==> src/design/pfc_pkg.sv <==
package pfc_pkg;

   // ==========================================================
   // Bus and array geometry
   // ==========================================================
   localparam int APB_AW = 8;
   localparam int APB_DW = 32;
   localparam int CTRL_W = 16;
   localparam int WORD_W = 24;
   localparam int FADDR_W = 16;
   localparam int ROW_WORDS = 32;
   localparam int ROW_BYTES = 96;
   localparam int IDX_W = 5;
   localparam int CNT_W = 4;

   // ==========================================================
   // Register offsets
   // ==========================================================
   localparam logic [APB_AW-1:0] OFF_CTRL = 8'h00;
   localparam logic [APB_AW-1:0] OFF_KEY = 8'h04;
   localparam logic [APB_AW-1:0] OFF_STAT = 8'h08;
   localparam logic [APB_AW-1:0] OFF_CLR = 8'h0c;
   localparam logic [APB_AW-1:0] OFF_IEN = 8'h10;
   localparam logic [APB_AW-1:0] OFF_TADDR = 8'h14;
   localparam logic [APB_AW-1:0] OFF_TDATA = 8'h18;

   // ==========================================================
   // Control register fields
   // ==========================================================
   localparam int CTRL_WR_BIT = 15;
   localparam int CTRL_OPERATION_ENABLE_BIT_BIT = 14;
   localparam int CTRL_ERR_BIT = 13;
   localparam int CTRL_SKIP_AUTO_ERASE_BIT_BIT = 12;
   localparam int CTRL_ERASE_BIT = 6;
   localparam int CTRL_OP_LSB = 0;
   localparam int CTRL_OP_W = 6;
   localparam logic [CTRL_W-1:0] CTRL_RST = 16'h0000;

   localparam logic [7:0] KEY_FIRST = 8'h55;
   localparam logic [7:0] KEY_SECOND = 8'haa;

   localparam logic [CTRL_OP_W-1:0] CMD_ERASE8 = 6'h1a;
   localparam logic [CTRL_OP_W-1:0] CMD_ERASE4 = 6'h19;
   localparam logic [CTRL_OP_W-1:0] CMD_ERASE2 = 6'h18;
   localparam logic [CTRL_OP_W-1:0] CMD_ERASE_EE = 6'h10;
   localparam logic [2:0] CMD_WRITE_TAG = 3'h1;
   localparam logic [CNT_W-1:0] WORDS_8 = 4'h8;
   localparam logic [CNT_W-1:0] WORDS_4 = 4'h4;
   localparam logic [CNT_W-1:0] WORDS_2 = 4'h2;
   localparam logic [CNT_W-1:0] WORDS_1 = 4'h1;

   // ==========================================================
   // Protection and interrupts
   // ==========================================================
   localparam logic [2:0] BSS_OFF = 3'h7;
   localparam logic [FADDR_W-1:0] BOOT_SEG_END = 16'h0400;
   localparam int EV_W = 3;
   localparam int EV_DONE = 0;
   localparam int EV_ABORT = 1;
   localparam int EV_REFUSED = 2;
   localparam int SER_RX_W = 8;
   localparam int SER_CNT_W = 5;

   typedef enum logic [1:0] {
      ST_IDLE = 2'b00,
      ST_LATCH = 2'b01,
      ST_ERASE = 2'b10,
      ST_PROG = 2'b11
   } pfc_state_t;

   typedef enum logic [1:0] {
      KEY_NONE = 2'b00,
      KEY_HALF = 2'b01,
      KEY_OPEN = 2'b10
   } pfc_key_t;

   typedef enum logic [1:0] {
      FOP_ERASE = 2'b00,
      FOP_PROG = 2'b01,
      FOP_ERASE_EE = 2'b10
   } pfc_fop_t;

   typedef struct packed {
      pfc_fop_t kind;
      logic [CNT_W-1:0] words;
      logic [FADDR_W-1:0] addr;
      logic [WORD_W-1:0] data;
   } pfc_flash_req_t;

endpackage

==> src/design/pfc_latch_mem.sv <==
`timescale 1ns/1ns
module pfc_latch_mem import pfc_pkg::*; (
   input wire logic core_clk_i,
   input wire logic srst_i,
   input wire logic we_i,
   input wire logic [IDX_W-1:0] waddr_i,
   input wire logic [WORD_W-1:0] wdata_i,
   input wire logic [IDX_W-1:0] raddr_i,
   output logic [WORD_W-1:0] rdata_o
);

   typedef struct packed {
      logic [ROW_WORDS-1:0][WORD_W-1:0] mem;
      logic [WORD_W-1:0] rdata;
   } pfc_mem_state_t;

   pfc_mem_state_t s_q;
   pfc_mem_state_t s_d;

   // ==========================================================
   // Row holding latches
   // ==========================================================
   always_comb begin
      s_d = s_q;
      // Any order, any number of rewrites; last write wins
      if (we_i) begin
         s_d.mem[waddr_i] = wdata_i;
      end
      s_d.rdata = s_q.mem[raddr_i];
   end

   always_ff @(posedge core_clk_i) begin
      if (srst_i) begin
         s_q <= '0;
      end else begin
         s_q <= s_d;
      end
   end

   assign rdata_o = s_q.rdata;

endmodule // pfc_latch_mem

==> src/design/pfc_flash_ctrl.sv <==
// Behaviour
// - Key writes 55h then AAh back to back before start is accepted.
// - Unlock key register is write-only and always reads zero.
// - Processor stays stalled while an operation is in progress.
// - Start bit 15 launches the operation; hardware clears it at the end.
// - Error flag bit 13 set on reset abort; zero after normal completion.
// - Code protection blocks program memory access from the programming port.
// - Code protection leaves normal fetch and execution untouched.
// - Write-lock bit at zero blocks internal write and erase of its segment.
// - Serial port uses programmer-driven clock and a two-way data line.
// - Rows of 32 words, 96 bytes; blocks aligned from memory start.
// - Table writes land in row holding latches, not the array.
// - Latches load in any order; a later write replaces the earlier.
//
// Register access over APB and the register addresses were decided locally.
`timescale 1ns/1ns
module pfc_flash_ctrl import pfc_pkg::*; (
   input wire logic core_clk_i,
   input wire logic srst_i,
   input wire logic psel_i,
   input wire logic penable_i,
   input wire logic pwrite_i,
   input wire logic [APB_AW-1:0] paddr_i,
   input wire logic [APB_DW-1:0] pwdata_i,
   output logic [APB_DW-1:0] prdata_o,
   output logic pready_o,
   output logic pslverr_o,
   output logic irq_o,
   output logic cpu_stall_o,
   input wire logic abort_reset_i,
   output logic flash_req_o,
   output pfc_flash_req_t flash_cmd_o,
   input wire logic flash_done_i,
   input wire logic [2:0] boot_segment_protect_field_i,
   input wire logic general_segment_protect_bit_i,
   input wire logic boot_segment_write_lock_i,
   input wire logic general_segment_write_lock_i,
   input wire logic programming_clock_line_i,
   input wire logic programming_data_line_i,
   output logic programming_data_line_o,
   output logic programming_data_line_oe_o,
   input wire logic ext_tx_load_i,
   input wire logic [WORD_W-1:0] ext_tx_word_i,
   output logic [SER_RX_W-1:0] ext_rx_byte_o,
   output logic ext_rx_valid_o
);

   typedef struct packed {
      logic [CTRL_W-1:0] ctrl;
      pfc_key_t key;
      pfc_state_t st;
      logic then_prog;
      logic [FADDR_W-1:0] taddr;
      logic [EV_W-1:0] stat;
      logic [EV_W-1:0] ien;
      logic [APB_DW-1:0] prdata;
      pfc_flash_req_t fq;
      logic sck_s1;
      logic sck_s2;
      logic sck_s3;
      logic sda_s1;
      logic sda_s2;
      logic [SER_RX_W-1:0] rx_sh;
      logic [SER_CNT_W-1:0] rx_cnt;
      logic [SER_RX_W-1:0] rx_byte;
      logic rx_valid;
      logic [WORD_W-1:0] tx_sh;
      logic [SER_CNT_W-1:0] tx_cnt;
      logic tx_bit;
   } pfc_core_state_t;

   pfc_core_state_t s_q;
   pfc_core_state_t s_d;

   logic [WORD_W-1:0] latch_rdata;
   logic latch_we;
   logic apb_setup;
   logic apb_acc;
   logic mapped;
   logic ext_allow;
   logic [EV_W-1:0] ev;
   logic [EV_W-1:0] clr;

   // ==========================================================
   // Helpers
   // ==========================================================
   function automatic logic [FADDR_W-1:0] align_addr(input logic [FADDR_W-1:0] a,
                                                     input logic [CNT_W-1:0] words);
      align_addr = a & ~(FADDR_W'(words) - FADDR_W'(1));
   endfunction

   function automatic logic seg_locked(input logic [FADDR_W-1:0] a, input logic boot_wl,
                                       input logic gen_wl);
      seg_locked = (a < BOOT_SEG_END) ? ~boot_wl : ~gen_wl;
   endfunction

   // ==========================================================
   // Row holding latches
   // ==========================================================
   assign latch_we = apb_acc & pwrite_i & (paddr_i == OFF_TDATA) & ~s_q.ctrl[CTRL_WR_BIT];

   pfc_latch_mem u_latch (
      .core_clk_i(core_clk_i),
      .srst_i(srst_i),
      .we_i(latch_we),
      .waddr_i(s_q.taddr[IDX_W-1:0]),
      .wdata_i(pwdata_i[WORD_W-1:0]),
      .raddr_i(s_q.taddr[IDX_W-1:0]),
      .rdata_o(latch_rdata)
   );

   // ==========================================================
   // APB slave decode
   // ==========================================================
   assign apb_setup = psel_i & ~penable_i;
   assign apb_acc = psel_i & penable_i;
   assign mapped = (paddr_i == OFF_CTRL) | (paddr_i == OFF_KEY) | (paddr_i == OFF_STAT) |
                   (paddr_i == OFF_CLR) | (paddr_i == OFF_IEN) | (paddr_i == OFF_TADDR) |
                   (paddr_i == OFF_TDATA);
   // Zero wait states: read data is captured in the setup cycle
   assign pready_o = 1'b1;
   assign pslverr_o = apb_acc & ~mapped;
   assign clr = (apb_acc & pwrite_i & (paddr_i == OFF_CLR)) ? pwdata_i[EV_W-1:0] : '0;

   // Protection only gates the serial port; fetch has no path through here
   assign ext_allow = (boot_segment_protect_field_i == BSS_OFF) & general_segment_protect_bit_i;

   // ==========================================================
   // Next state
   // ==========================================================
   always_comb begin
      logic erase_sel;
      logic [CTRL_OP_W-1:0] op;
      logic [CNT_W-1:0] words;
      logic legal;
      logic is_ee;
      logic sck_rise;
      logic sck_fall;
      s_d = s_q;
      ev = '0;
      erase_sel = s_q.ctrl[CTRL_ERASE_BIT];
      op = s_q.ctrl[CTRL_OP_LSB +: CTRL_OP_W];
      words = WORDS_1;
      legal = 1'b0;
      is_ee = 1'b0;
      sck_rise = s_q.sck_s2 & ~s_q.sck_s3;
      sck_fall = ~s_q.sck_s2 & s_q.sck_s3;

      // Register reads, captured during setup
      if (apb_setup) begin
         unique case (paddr_i)
            OFF_CTRL: s_d.prdata = APB_DW'(s_q.ctrl);
            OFF_STAT: s_d.prdata = APB_DW'(s_q.stat);
            OFF_IEN: s_d.prdata = APB_DW'(s_q.ien);
            OFF_TADDR: s_d.prdata = APB_DW'(s_q.taddr);
            default: s_d.prdata = '0;
         endcase
      end

      // Unlock tracker: any other access between the key writes breaks it
      if (apb_acc) begin
         s_d.key = KEY_NONE;
         if (pwrite_i && paddr_i == OFF_KEY) begin
            if (s_q.key == KEY_HALF && pwdata_i[7:0] == KEY_SECOND) begin
               s_d.key = KEY_OPEN;
            end else if (pwdata_i[7:0] == KEY_FIRST) begin
               s_d.key = KEY_HALF;
            end
         end
      end

      // Register writes; control is frozen while an operation runs
      if (apb_acc && pwrite_i) begin
         if (paddr_i == OFF_CTRL && !s_q.ctrl[CTRL_WR_BIT]) begin
            s_d.ctrl[CTRL_OPERATION_ENABLE_BIT_BIT] = pwdata_i[CTRL_OPERATION_ENABLE_BIT_BIT];
            s_d.ctrl[CTRL_ERR_BIT] = pwdata_i[CTRL_ERR_BIT];
            s_d.ctrl[CTRL_SKIP_AUTO_ERASE_BIT_BIT] = pwdata_i[CTRL_SKIP_AUTO_ERASE_BIT_BIT];
            s_d.ctrl[CTRL_ERASE_BIT] = pwdata_i[CTRL_ERASE_BIT];
            s_d.ctrl[CTRL_OP_LSB +: CTRL_OP_W] = pwdata_i[CTRL_OP_LSB +: CTRL_OP_W];
            // Start only with enable set and the key sequence just completed
            if (pwdata_i[CTRL_WR_BIT] && pwdata_i[CTRL_OPERATION_ENABLE_BIT_BIT] && s_q.key == KEY_OPEN) begin
               s_d.ctrl[CTRL_WR_BIT] = 1'b1;
               s_d.st = ST_LATCH;
            end
         end
         if (paddr_i == OFF_IEN) begin
            s_d.ien = pwdata_i[EV_W-1:0];
         end
         if (paddr_i == OFF_TADDR && !s_q.ctrl[CTRL_WR_BIT]) begin
            s_d.taddr = pwdata_i[FADDR_W-1:0];
         end
      end

      // Operation sequencer
      unique case (s_q.st)
         ST_IDLE: begin
         end
         ST_LATCH: begin
            if (erase_sel) begin
               unique case (op)
                  CMD_ERASE8: begin words = WORDS_8; legal = 1'b1; end
                  CMD_ERASE4: begin words = WORDS_4; legal = 1'b1; end
                  CMD_ERASE2: begin words = WORDS_2; legal = 1'b1; end
                  CMD_ERASE_EE: begin is_ee = 1'b1; legal = 1'b1; end
                  default: legal = 1'b0;
               endcase
            end else begin
               legal = (op[CTRL_OP_W-1:3] == CMD_WRITE_TAG);
            end
            // Blocks are aligned from the start of program memory
            s_d.fq.addr = align_addr(s_q.taddr, words);
            s_d.fq.words = words;
            s_d.fq.data = latch_rdata;
            s_d.fq.kind = is_ee ? FOP_ERASE_EE : (erase_sel ? FOP_ERASE : FOP_PROG);
            s_d.then_prog = 1'b0;
            if (!legal || (!is_ee && seg_locked(s_q.taddr, boot_segment_write_lock_i,
                                                general_segment_write_lock_i))) begin
               s_d.ctrl[CTRL_WR_BIT] = 1'b0;
               s_d.ctrl[CTRL_OPERATION_ENABLE_BIT_BIT] = 1'b0;
               s_d.st = ST_IDLE;
               ev[EV_REFUSED] = 1'b1;
            end else if (!erase_sel && !s_q.ctrl[CTRL_SKIP_AUTO_ERASE_BIT_BIT]) begin
               s_d.fq.kind = FOP_ERASE;
               s_d.then_prog = 1'b1;
               s_d.st = ST_ERASE;
            end else begin
               s_d.st = erase_sel ? ST_ERASE : ST_PROG;
            end
         end
         ST_ERASE: begin
            if (flash_done_i) begin
               if (s_q.then_prog) begin
                  s_d.fq.kind = FOP_PROG;
                  s_d.then_prog = 1'b0;
                  s_d.st = ST_PROG;
               end else begin
                  s_d.ctrl[CTRL_WR_BIT] = 1'b0;
                  s_d.ctrl[CTRL_OPERATION_ENABLE_BIT_BIT] = 1'b0;
                  s_d.ctrl[CTRL_ERR_BIT] = 1'b0;
                  s_d.st = ST_IDLE;
                  ev[EV_DONE] = 1'b1;
               end
            end
         end
         ST_PROG: begin
            if (flash_done_i) begin
               s_d.ctrl[CTRL_WR_BIT] = 1'b0;
               s_d.ctrl[CTRL_OPERATION_ENABLE_BIT_BIT] = 1'b0;
               s_d.ctrl[CTRL_ERR_BIT] = 1'b0;
               s_d.st = ST_IDLE;
               ev[EV_DONE] = 1'b1;
            end
         end
      endcase

      // A reset mid-operation abandons it and records the abort
      if (abort_reset_i && s_q.ctrl[CTRL_WR_BIT]) begin
         s_d.ctrl[CTRL_WR_BIT] = 1'b0;
         s_d.ctrl[CTRL_OPERATION_ENABLE_BIT_BIT] = 1'b0;
         s_d.ctrl[CTRL_ERR_BIT] = 1'b1;
         s_d.st = ST_IDLE;
         s_d.then_prog = 1'b0;
         ev = '0;
         ev[EV_ABORT] = 1'b1;
      end

      // Sticky status: an event in the clearing cycle survives
      s_d.stat = (s_q.stat & ~clr) | ev;

      // Serial programming port, clock owned by the programmer
      s_d.sck_s1 = programming_clock_line_i;
      s_d.sck_s2 = s_q.sck_s1;
      s_d.sck_s3 = s_q.sck_s2;
      s_d.sda_s1 = programming_data_line_i;
      s_d.sda_s2 = s_q.sda_s1;
      s_d.rx_valid = 1'b0;
      if (sck_rise && ext_allow && s_q.tx_cnt == '0) begin
         s_d.rx_sh = {s_q.rx_sh[SER_RX_W-2:0], s_q.sda_s2};
         s_d.rx_cnt = s_q.rx_cnt + SER_CNT_W'(1);
         if (s_q.rx_cnt == SER_CNT_W'(SER_RX_W - 1)) begin
            s_d.rx_byte = {s_q.rx_sh[SER_RX_W-2:0], s_q.sda_s2};
            s_d.rx_valid = 1'b1;
            s_d.rx_cnt = '0;
         end
      end
      if (ext_tx_load_i && ext_allow) begin
         s_d.tx_sh = ext_tx_word_i;
         s_d.tx_cnt = SER_CNT_W'(WORD_W);
      end else if (sck_fall && s_q.tx_cnt != '0) begin
         s_d.tx_bit = s_q.tx_sh[WORD_W-1];
         s_d.tx_sh = {s_q.tx_sh[WORD_W-2:0], 1'b0};
         s_d.tx_cnt = s_q.tx_cnt - SER_CNT_W'(1);
      end
      if (!ext_allow) begin
         s_d.tx_cnt = '0;
      end
   end

   always_ff @(posedge core_clk_i) begin
      if (srst_i) begin
         s_q <= '0;
      end else begin
         s_q <= s_d;
      end
   end

   // ==========================================================
   // Outputs
   // ==========================================================
   assign prdata_o = s_q.prdata;
   assign irq_o = |(s_q.stat & s_q.ien);
   assign cpu_stall_o = s_q.ctrl[CTRL_WR_BIT];
   assign flash_req_o = (s_q.st == ST_ERASE) | (s_q.st == ST_PROG);
   assign flash_cmd_o = s_q.fq;
   assign programming_data_line_o = s_q.tx_bit;
   assign programming_data_line_oe_o = (s_q.tx_cnt != '0) & ext_allow;
   assign ext_rx_byte_o = s_q.rx_byte;
   assign ext_rx_valid_o = s_q.rx_valid;
endmodule // pfc_flash_ctrl

==> config.mk <==
export PLATFORM = sky130hd
export DESIGN_NAME = pfc_flash_ctrl
export DESIGN_NICKNAME = d
export VERILOG_FILES = /design/src/design/pfc_pkg.sv /design/src/design/pfc_latch_mem.sv /design/src/design/pfc_flash_ctrl.sv
export SDC_FILE = /design/constraint.sdc
export NUM_CORES = 2
export LEC_CHECK = 0
export BUFFER_PORTS_ARGS = -buffer_cell sky130_fd_sc_hd__buf_2
export CORE_ASPECT_RATIO = 1.5
export CORE_MARGIN = 4
export CORE_UTILIZATION = 59
export CTS_CLUSTER_SIZE = 10
export DETAILED_ROUTE_END_ITERATION = 7
export GPL_TIMING_DRIVEN = 0
export PLACE_DENSITY = 0.77
export REMOVE_ABC_BUFFERS = 1
export SLEW_MARGIN = 30
export SYNTH_ARGS = -nofsm -noshare
export SYNTH_HDL_FRONTEND = slang
export SYNTH_HIERARCHICAL = 1
export SYNTH_SLANG_ARGS = --single-unit
export TNS_END_PERCENT = 10
==> constraint.sdc <==
create_clock -name core_clk_i -period 3.1 [get_ports core_clk_i]
set_input_delay 0.155 -clock core_clk_i [delete_from_list [all_inputs] [get_ports core_clk_i]]
set_output_delay 0.155 -clock core_clk_i [all_outputs]
set_load 0.01 [all_outputs]
# Yosys cells after proc, flatten, opt, wreduce, memory -nomap -nowiden
# Index checks and enable logic that the tools add are counted.
[totals]
regBits = 964
latch_bits = 0
ram_bits = 0
mem_bits_ro = 0
inputBits = 80
out_inout_bits = 94
wordCells = 221
n_memories = 0
[classes]
addsub = 3
mul = 0
n_div = 0
order_cmp = 3
eq_ne = 22
shifts = 0
muxes = 60
n_bitwise = 34
reduce_logical = 39
[ops]
columns = ["operator", "count"]
rows = [
  ["bitwise mux 768 bit", 1],
  ["binary-select mux 24 bit (select 5 bit)", 1],
  ["demux 24 bit (select 5 bit)", 1],
  ["case mux 16 bit (4 select lines)", 1],
  ["2-to-1 mux 24 bit", 2],
  ["2-to-1 mux 30 bit", 1],
  ["2-to-1 mux 29 bit", 1],
  ["2-to-1 mux 2 bit", 14],
  ["== test 6 x 5 -> 1 bit (second input constant)", 4],
  ["== test 8 x 5 -> 1 bit (second input constant)", 3],
  ["2-to-1 mux 1 bit", 20],
  ["2-to-1 mux 3 bit", 6],
  ["bitwise AND 16 bit", 1],
  ["== test 8 x 4 -> 1 bit (second input constant)", 2],
  ["less-than comparator 16 x 11 -> 1 bit (second input constant)", 1],
  ["2-to-1 mux 4 bit", 4],
  ["NOT 16 bit", 1],
  ["logical AND 1 bit", 15],
  ["2-to-1 mux 14 bit", 1],
  ["case mux 2 bit (3 select lines)", 2],
  ["case mux 4 bit (3 select lines)", 1],
  ["AND reduction 2 bit", 6],
  ["bitwise AND 1 bit", 11],
  ["NOT 1 bit", 10],
  ["other kinds (30)", 51],
]

# Longest topological paths before layout
[logic_depth]
depth_word = 11
ltp_mapped = 11
depth_no_buf = 8

# Modules after synthesis
# Netlist, hierarchy kept.
[modules_own_cells]
columns = ["mod", "instances", "cells_per_inst", "area_each_um2", "seq_area_each_um2"]
rows = [
  ["pfc_latch_mem", 1, 3977, 34179.0, 15855.2],
  ["pfc_flash_ctrl", 1, 832, 7109.3, 3123.0],
]

# Least setup slack after synthesis
# No wires, ideal clock.
[synth_timing]
path_kind = "input to register"
start = "input paddr_i[7]"
end = "register u_latch/s_q[315] in the netlist's numbering"
setup_ns = 0.070
t_arrival_ns = 2.417
slack_ns = 0.613
path_stages = 11
n_path_buf = 4
cell_sequence = "or4_1 buf_2 nor3_1 and2_1 buf_2 or3b_1 buf_6 nor2_8 buf_6 nand2_1 a21oi_1"
[synth_between]
elab_chain_cells = 3
[synth_rtl]
columns = ["item", "line_no", "rtl"]
rows = [
  ["from (decl)", "pfc_flash_ctrl.sv:23", "input wire logic [APB_AW-1:0] paddr_i,"],
  ["== test 8 x 5 -> 1 bit", "pfc_flash_ctrl.sv:100", "assign latch_we = apb_acc & pwrite_i & (paddr_i == OFF_TDATA) & ~s_q.ctrl[CTRL_WR_BIT];"],
  ["bitwise AND 1 bit (2 in series)", "pfc_flash_ctrl.sv:100", ""],
  ["named net latch_we", "pfc_flash_ctrl.sv:76", "logic latch_we;"],
  ["to (signal assigned)", "pfc_latch_mem.sv:34", "s_q <= '0;"],
  ["to (signal assigned)", "pfc_latch_mem.sv:36", "s_q <= s_d;"],
  ["to (decl)", "pfc_latch_mem.sv:17", "pfc_mem_state_t s_q;"],
]
# The timed path passes the listed nets, and every way through them passes these cells.
# A chain may end at the register's enable or synchronous reset.

# Worst setup path in the final report
[layout_timing]
start = "register s_q, in the netlist cpu_stall_o"
end = "register u_latch/s_q[324] in the netlist's numbering"
[layout_between]
elab_chain_cells = 2
[layout_rtl]
columns = ["item", "line_no", "rtl"]
rows = [
  ["from (decl)", "pfc_flash_ctrl.sv:72", "pfc_core_state_t s_q;"],
  ["from (signal assigned)", "pfc_flash_ctrl.sv:301", "s_q <= '0;"],
  ["from (signal assigned)", "pfc_flash_ctrl.sv:303", "s_q <= s_d;"],
  ["NOT 1 bit", "pfc_flash_ctrl.sv:100", ""],
  ["bitwise AND 1 bit", "pfc_flash_ctrl.sv:100", ""],
  ["named net latch_we", "pfc_flash_ctrl.sv:76", ""],
]
# The timed path passes the listed nets, and every way through them passes these cells.

==> results.sh <==
export IMPL_outcome="finished with violations"
export IMPL_violations="negative setup slack"
export IMPL_period_minus_slack_ns=3.19
export IMPL_die_height_um=332
export IMPL_route_antenna_remaining_nets=0
export IMPL_worstHoldPathType="input pin to flop"
export IMPL_grt_antenna_before_repair=0
export IMPL_track_usage_pct=31.7
export IMPL_synth_area_leader_cell="sky130_fd_sc_hd__dfxtp_1"
export IMPL_dp_cells=5367
export IMPL_grt_max_degree=164
export IMPL_floorplan_rows=118
export IMPL_hpwl_um=69600
export IMPL_total_overflow_reported_by_the_global_router=0
export IMPL_drv_max_cap_violation_count=0
export IMPL_synth_top_cells_by_area="sky130_fd_sc_hd__dfxtp_1 46%, sky130_fd_sc_hd__nand2_1 16%, sky130_fd_sc_hd__a21oi_1 10%"
export IMPL_boundaryPins=174
export IMPL_layoutNonFillerInstCount=5527
export IMPL_synthesis_instances=4809
export IMPL_finalSetupViolations=191
export IMPL_drive_gt1_share_pct=11.9
export IMPL_cp_max_fanout=24
export IMPL_root_buffer="sky130_fd_sc_hd__clkbuf_16"
export IMPL_ys_warn_count=6
export IMPL_detailedRoute_firstPassIterationCount=8
export IMPL_synthesis_area_um2=41300
export IMPL_grt_first_pass_wirelength_um=187000
export IMPL_htreeDepth=3
export IMPL_area_growth_syn_to_layout_pct=7.32
export IMPL_asyncSetResetFlopFracSynth_pct=0
export IMPL_classification_of_the_worst_setup_path="flop to flop"
export IMPL_fp_dieArea_um2=74400
export IMPL_first_global_vias=33200
export IMPL_synth_ff_type="sky130_fd_sc_hd__dfxtp_1"
export IMPL_io_buffer_count=148
export IMPL_diodes=0
export IMPL_gp_congestion=0.874
export IMPL_postLayoutSetupSlackWorst_ns=-0.0862
export IMPL_unrepaired_setup_endpoints_after_global_routing="true"
export IMPL_clock_latency_ns=0.66
export IMPL_numClockSinks=948
export IMPL_synth_cells_most_frequent="1715 x sky130_fd_sc_hd__nand2_1, 948 x sky130_fd_sc_hd__dfxtp_1, 843 x sky130_fd_sc_hd__a21oi_1, 216 x sky130_fd_sc_hd__clkbuf_1, 149 x sky130_fd_sc_hd__mux2i_1"
export IMPL_drcViolationCount=0
export IMPL_synth_lib_cells_used_distinct=81
export IMPL_avgRoutedWirePerCell_um=22.5
export IMPL_skew_ns=0.0213
export IMPL_worstPathRequired_ns=3.62
export IMPL_cts_buffer_depth=3
export IMPL_p_total_mw=23.5
export IMPL_final_net_count=4702
export IMPL_design_area_um2=44300
export IMPL_cts_tree="done"
export IMPL_period_share_pct=103
export IMPL_initial_core_util_pct=59.6
export IMPL_total_wire_length_um=124000
export IMPL_timing_slew_headroom_pct=30.4
export IMPL_post_synth_top_area_fraction_pct=46.0
export IMPL_synth_edff_count=0
export IMPL_area_of_placed_instances_um2=41000
export IMPL_finalMaxSlewViolations=0
export IMPL_post_drt_via_cell_ratio=6.24
export IMPL_dieWidth_um=224
export IMPL_vias=34500
export IMPL_area_of_all_sequential_standard_cells_um2=19000
export IMPL_synth_yosys_seq_area_share_pct=46.0
export IMPL_power_per_cell_area_nw_per_um2=529
export IMPL_total_leakage_power_nw=14.4
export IMPL_synth_seq_cells=948
export IMPL_pre_cts_slack_ns=-0.913
export IMPL_detail_route_iter0_violations=3771
export IMPL_achievable_frequency_mhz=314
export IMPL_timing_worst_slew_pin_value_ns=1.04
export IMPL_path_clk_slew_ns=0.06
export IMPL_worst_path_arrival_ns=3.70
export IMPL_multi_input_area_um2=19600
export IMPL_core_area_um2=69200
export IMPL_cts_buffers_inserted=104
export IMPL_yosys_cell_count_top_type="sky130_fd_sc_hd__nand2_1"
export IMPL_worstSetupStartpointType="flop"
export IMPL_num_fill_cells=5563
export IMPL_worst_ir_drop_vdd_uv=477
export IMPL_end_kind="flop"
export IMPL_synth_avg_cell_area_um2=8.59
export IMPL_hold_viol_final=0
## routing by layer
metal / wire length (µm) / vias up / GRT usage, %
met5: 0 / - / 0
met3: 10300 / 459 / 5.50
met4: 10500 / 0 / 23.5
met1: 44200 / 16600 / 36.6
met2: 59400 / 1746 / 52.7
li1: - / 15700 / -
## kinds of logic (layout without fill, tap and decap cells)
family,Yosys count,after routing,synth area share [%]
and+or+nand+nor,1950,1957,19.3
AOI/OAI and AO/OA,1040,1040,13.8
DFF,948,948,46.0
buffers and inverters,541,337,7.60
muxes,317,317,13.0
xor gates and xnor gates,8,8,0.170
adders and majority gates,3,3,0.0909
other,2,17,0.0182
## report_power, final
group          internal (mW)  total (mW)  switching, mW
sequential              12.2        12.2        0.00595
combinational          0.125       0.627          0.502
clock                   6.03        10.6           4.60
## layout make-up
class / instances / area share, %
sequential: 948 / 42.9
clock inverter: 3 / 0.0593
timing repair buffer: 216 / 4.11
multi-input combinational: 3342 / 44.3
clock buffer: 111 / 6.08
inverter: 7 / 0.0649
tap: 900 / 2.54
## cell usage in the layout (no fill, tap or decap), types with 30 or more instances in the layout
cell / synthesis / layout
sky130_fd_sc_hd__a211oi_1: 31 / 31
sky130_fd_sc_hd__a21oi_1: 843 / 839
sky130_fd_sc_hd__a22oi_1: 35 / 35
sky130_fd_sc_hd__buf_2: 140 / 149
sky130_fd_sc_hd__clkbuf_16: 0 / 108
sky130_fd_sc_hd__dfxtp_1: 948 / 943
sky130_fd_sc_hd__dlygate4sd3_1: 0 / 38
sky130_fd_sc_hd__mux2i_1: 149 / 149
sky130_fd_sc_hd__mux4_2: 142 / 142
sky130_fd_sc_hd__nand2_1: 1715 / 1682
sky130_fd_sc_hd__nand3_1: 31 / 30
sky130_fd_sc_hd__nor2_1: 68 / 67
sky130_fd_sc_hd__nor2_4: 1 / 31
## metrics by stage
step	hold slack [ns]	util [%]	setup TNS [ns]
after floorplan	0.224	-	-3981.08
after global placement	0.380	57.9	-9441.11
final	0.0650	64.0	-4.66
after detailed placement	0.390	59.3	-497.93
after global routing	0.0959	64.0	-34.34
after CTS	0.0125	63.9	-0.0632
## flip-flops by register name, summed over array words and instances, names as in the netlist
name / count
u_latch/s_q: 768
s_q: 80
flash_cmd_o: 46
u_latch/rdata_o: 24
prdata_o: 16
ext_rx_byte_o: 8
s_d: 3
cpu_stall_o: 1
ext_rx_valid_o: 1
programming_data_line_o: 1
## worst paths after layout
| check | from | end | slack [ns] | cells after the start |
|---|---|---|---|---|
| worst min-delay path | paddr_i[5] | s_q[142] | 0.07 | 4 |
| worst max register to register | cpu_stall_o | u_latch/s_q[324] | -0.09 | 7 |
| worst max-delay path | cpu_stall_o | u_latch/s_q[324] | -0.09 | 7 |
| worst min register to register | u_latch/rdata_o[3] | flash_cmd_o[3] | 0.43 | 2 |
## critical path, stage by stage (launching register included)
cell	delay, ns
sky130_fd_sc_hd__dfxtp_1	0.38
sky130_fd_sc_hd__nand4b_1	0.44
sky130_fd_sc_hd__nor2_1	0.19
sky130_fd_sc_hd__and2_2	0.36
sky130_fd_sc_hd__nor3b_4	0.67
sky130_fd_sc_hd__nand2_2	0.62
sky130_fd_sc_hd__nand2_1	0.24
sky130_fd_sc_hd__a21oi_1	0.11
## repair_timing
| action | CTS | global route |
|---|---|---|
| endpoints found under the hold margin | 138 | 0 |
| gates resized for setup | 13 | 8 |
| hold buffers | 38 | 0 |
| pin swaps | 15 | 20 |
| setup buffers | 1 | 0 |
| setup endpoints to repair | 386 | 478 |
| gates cloned | 7 | 0 |
(Power assumes the default switching activity.)
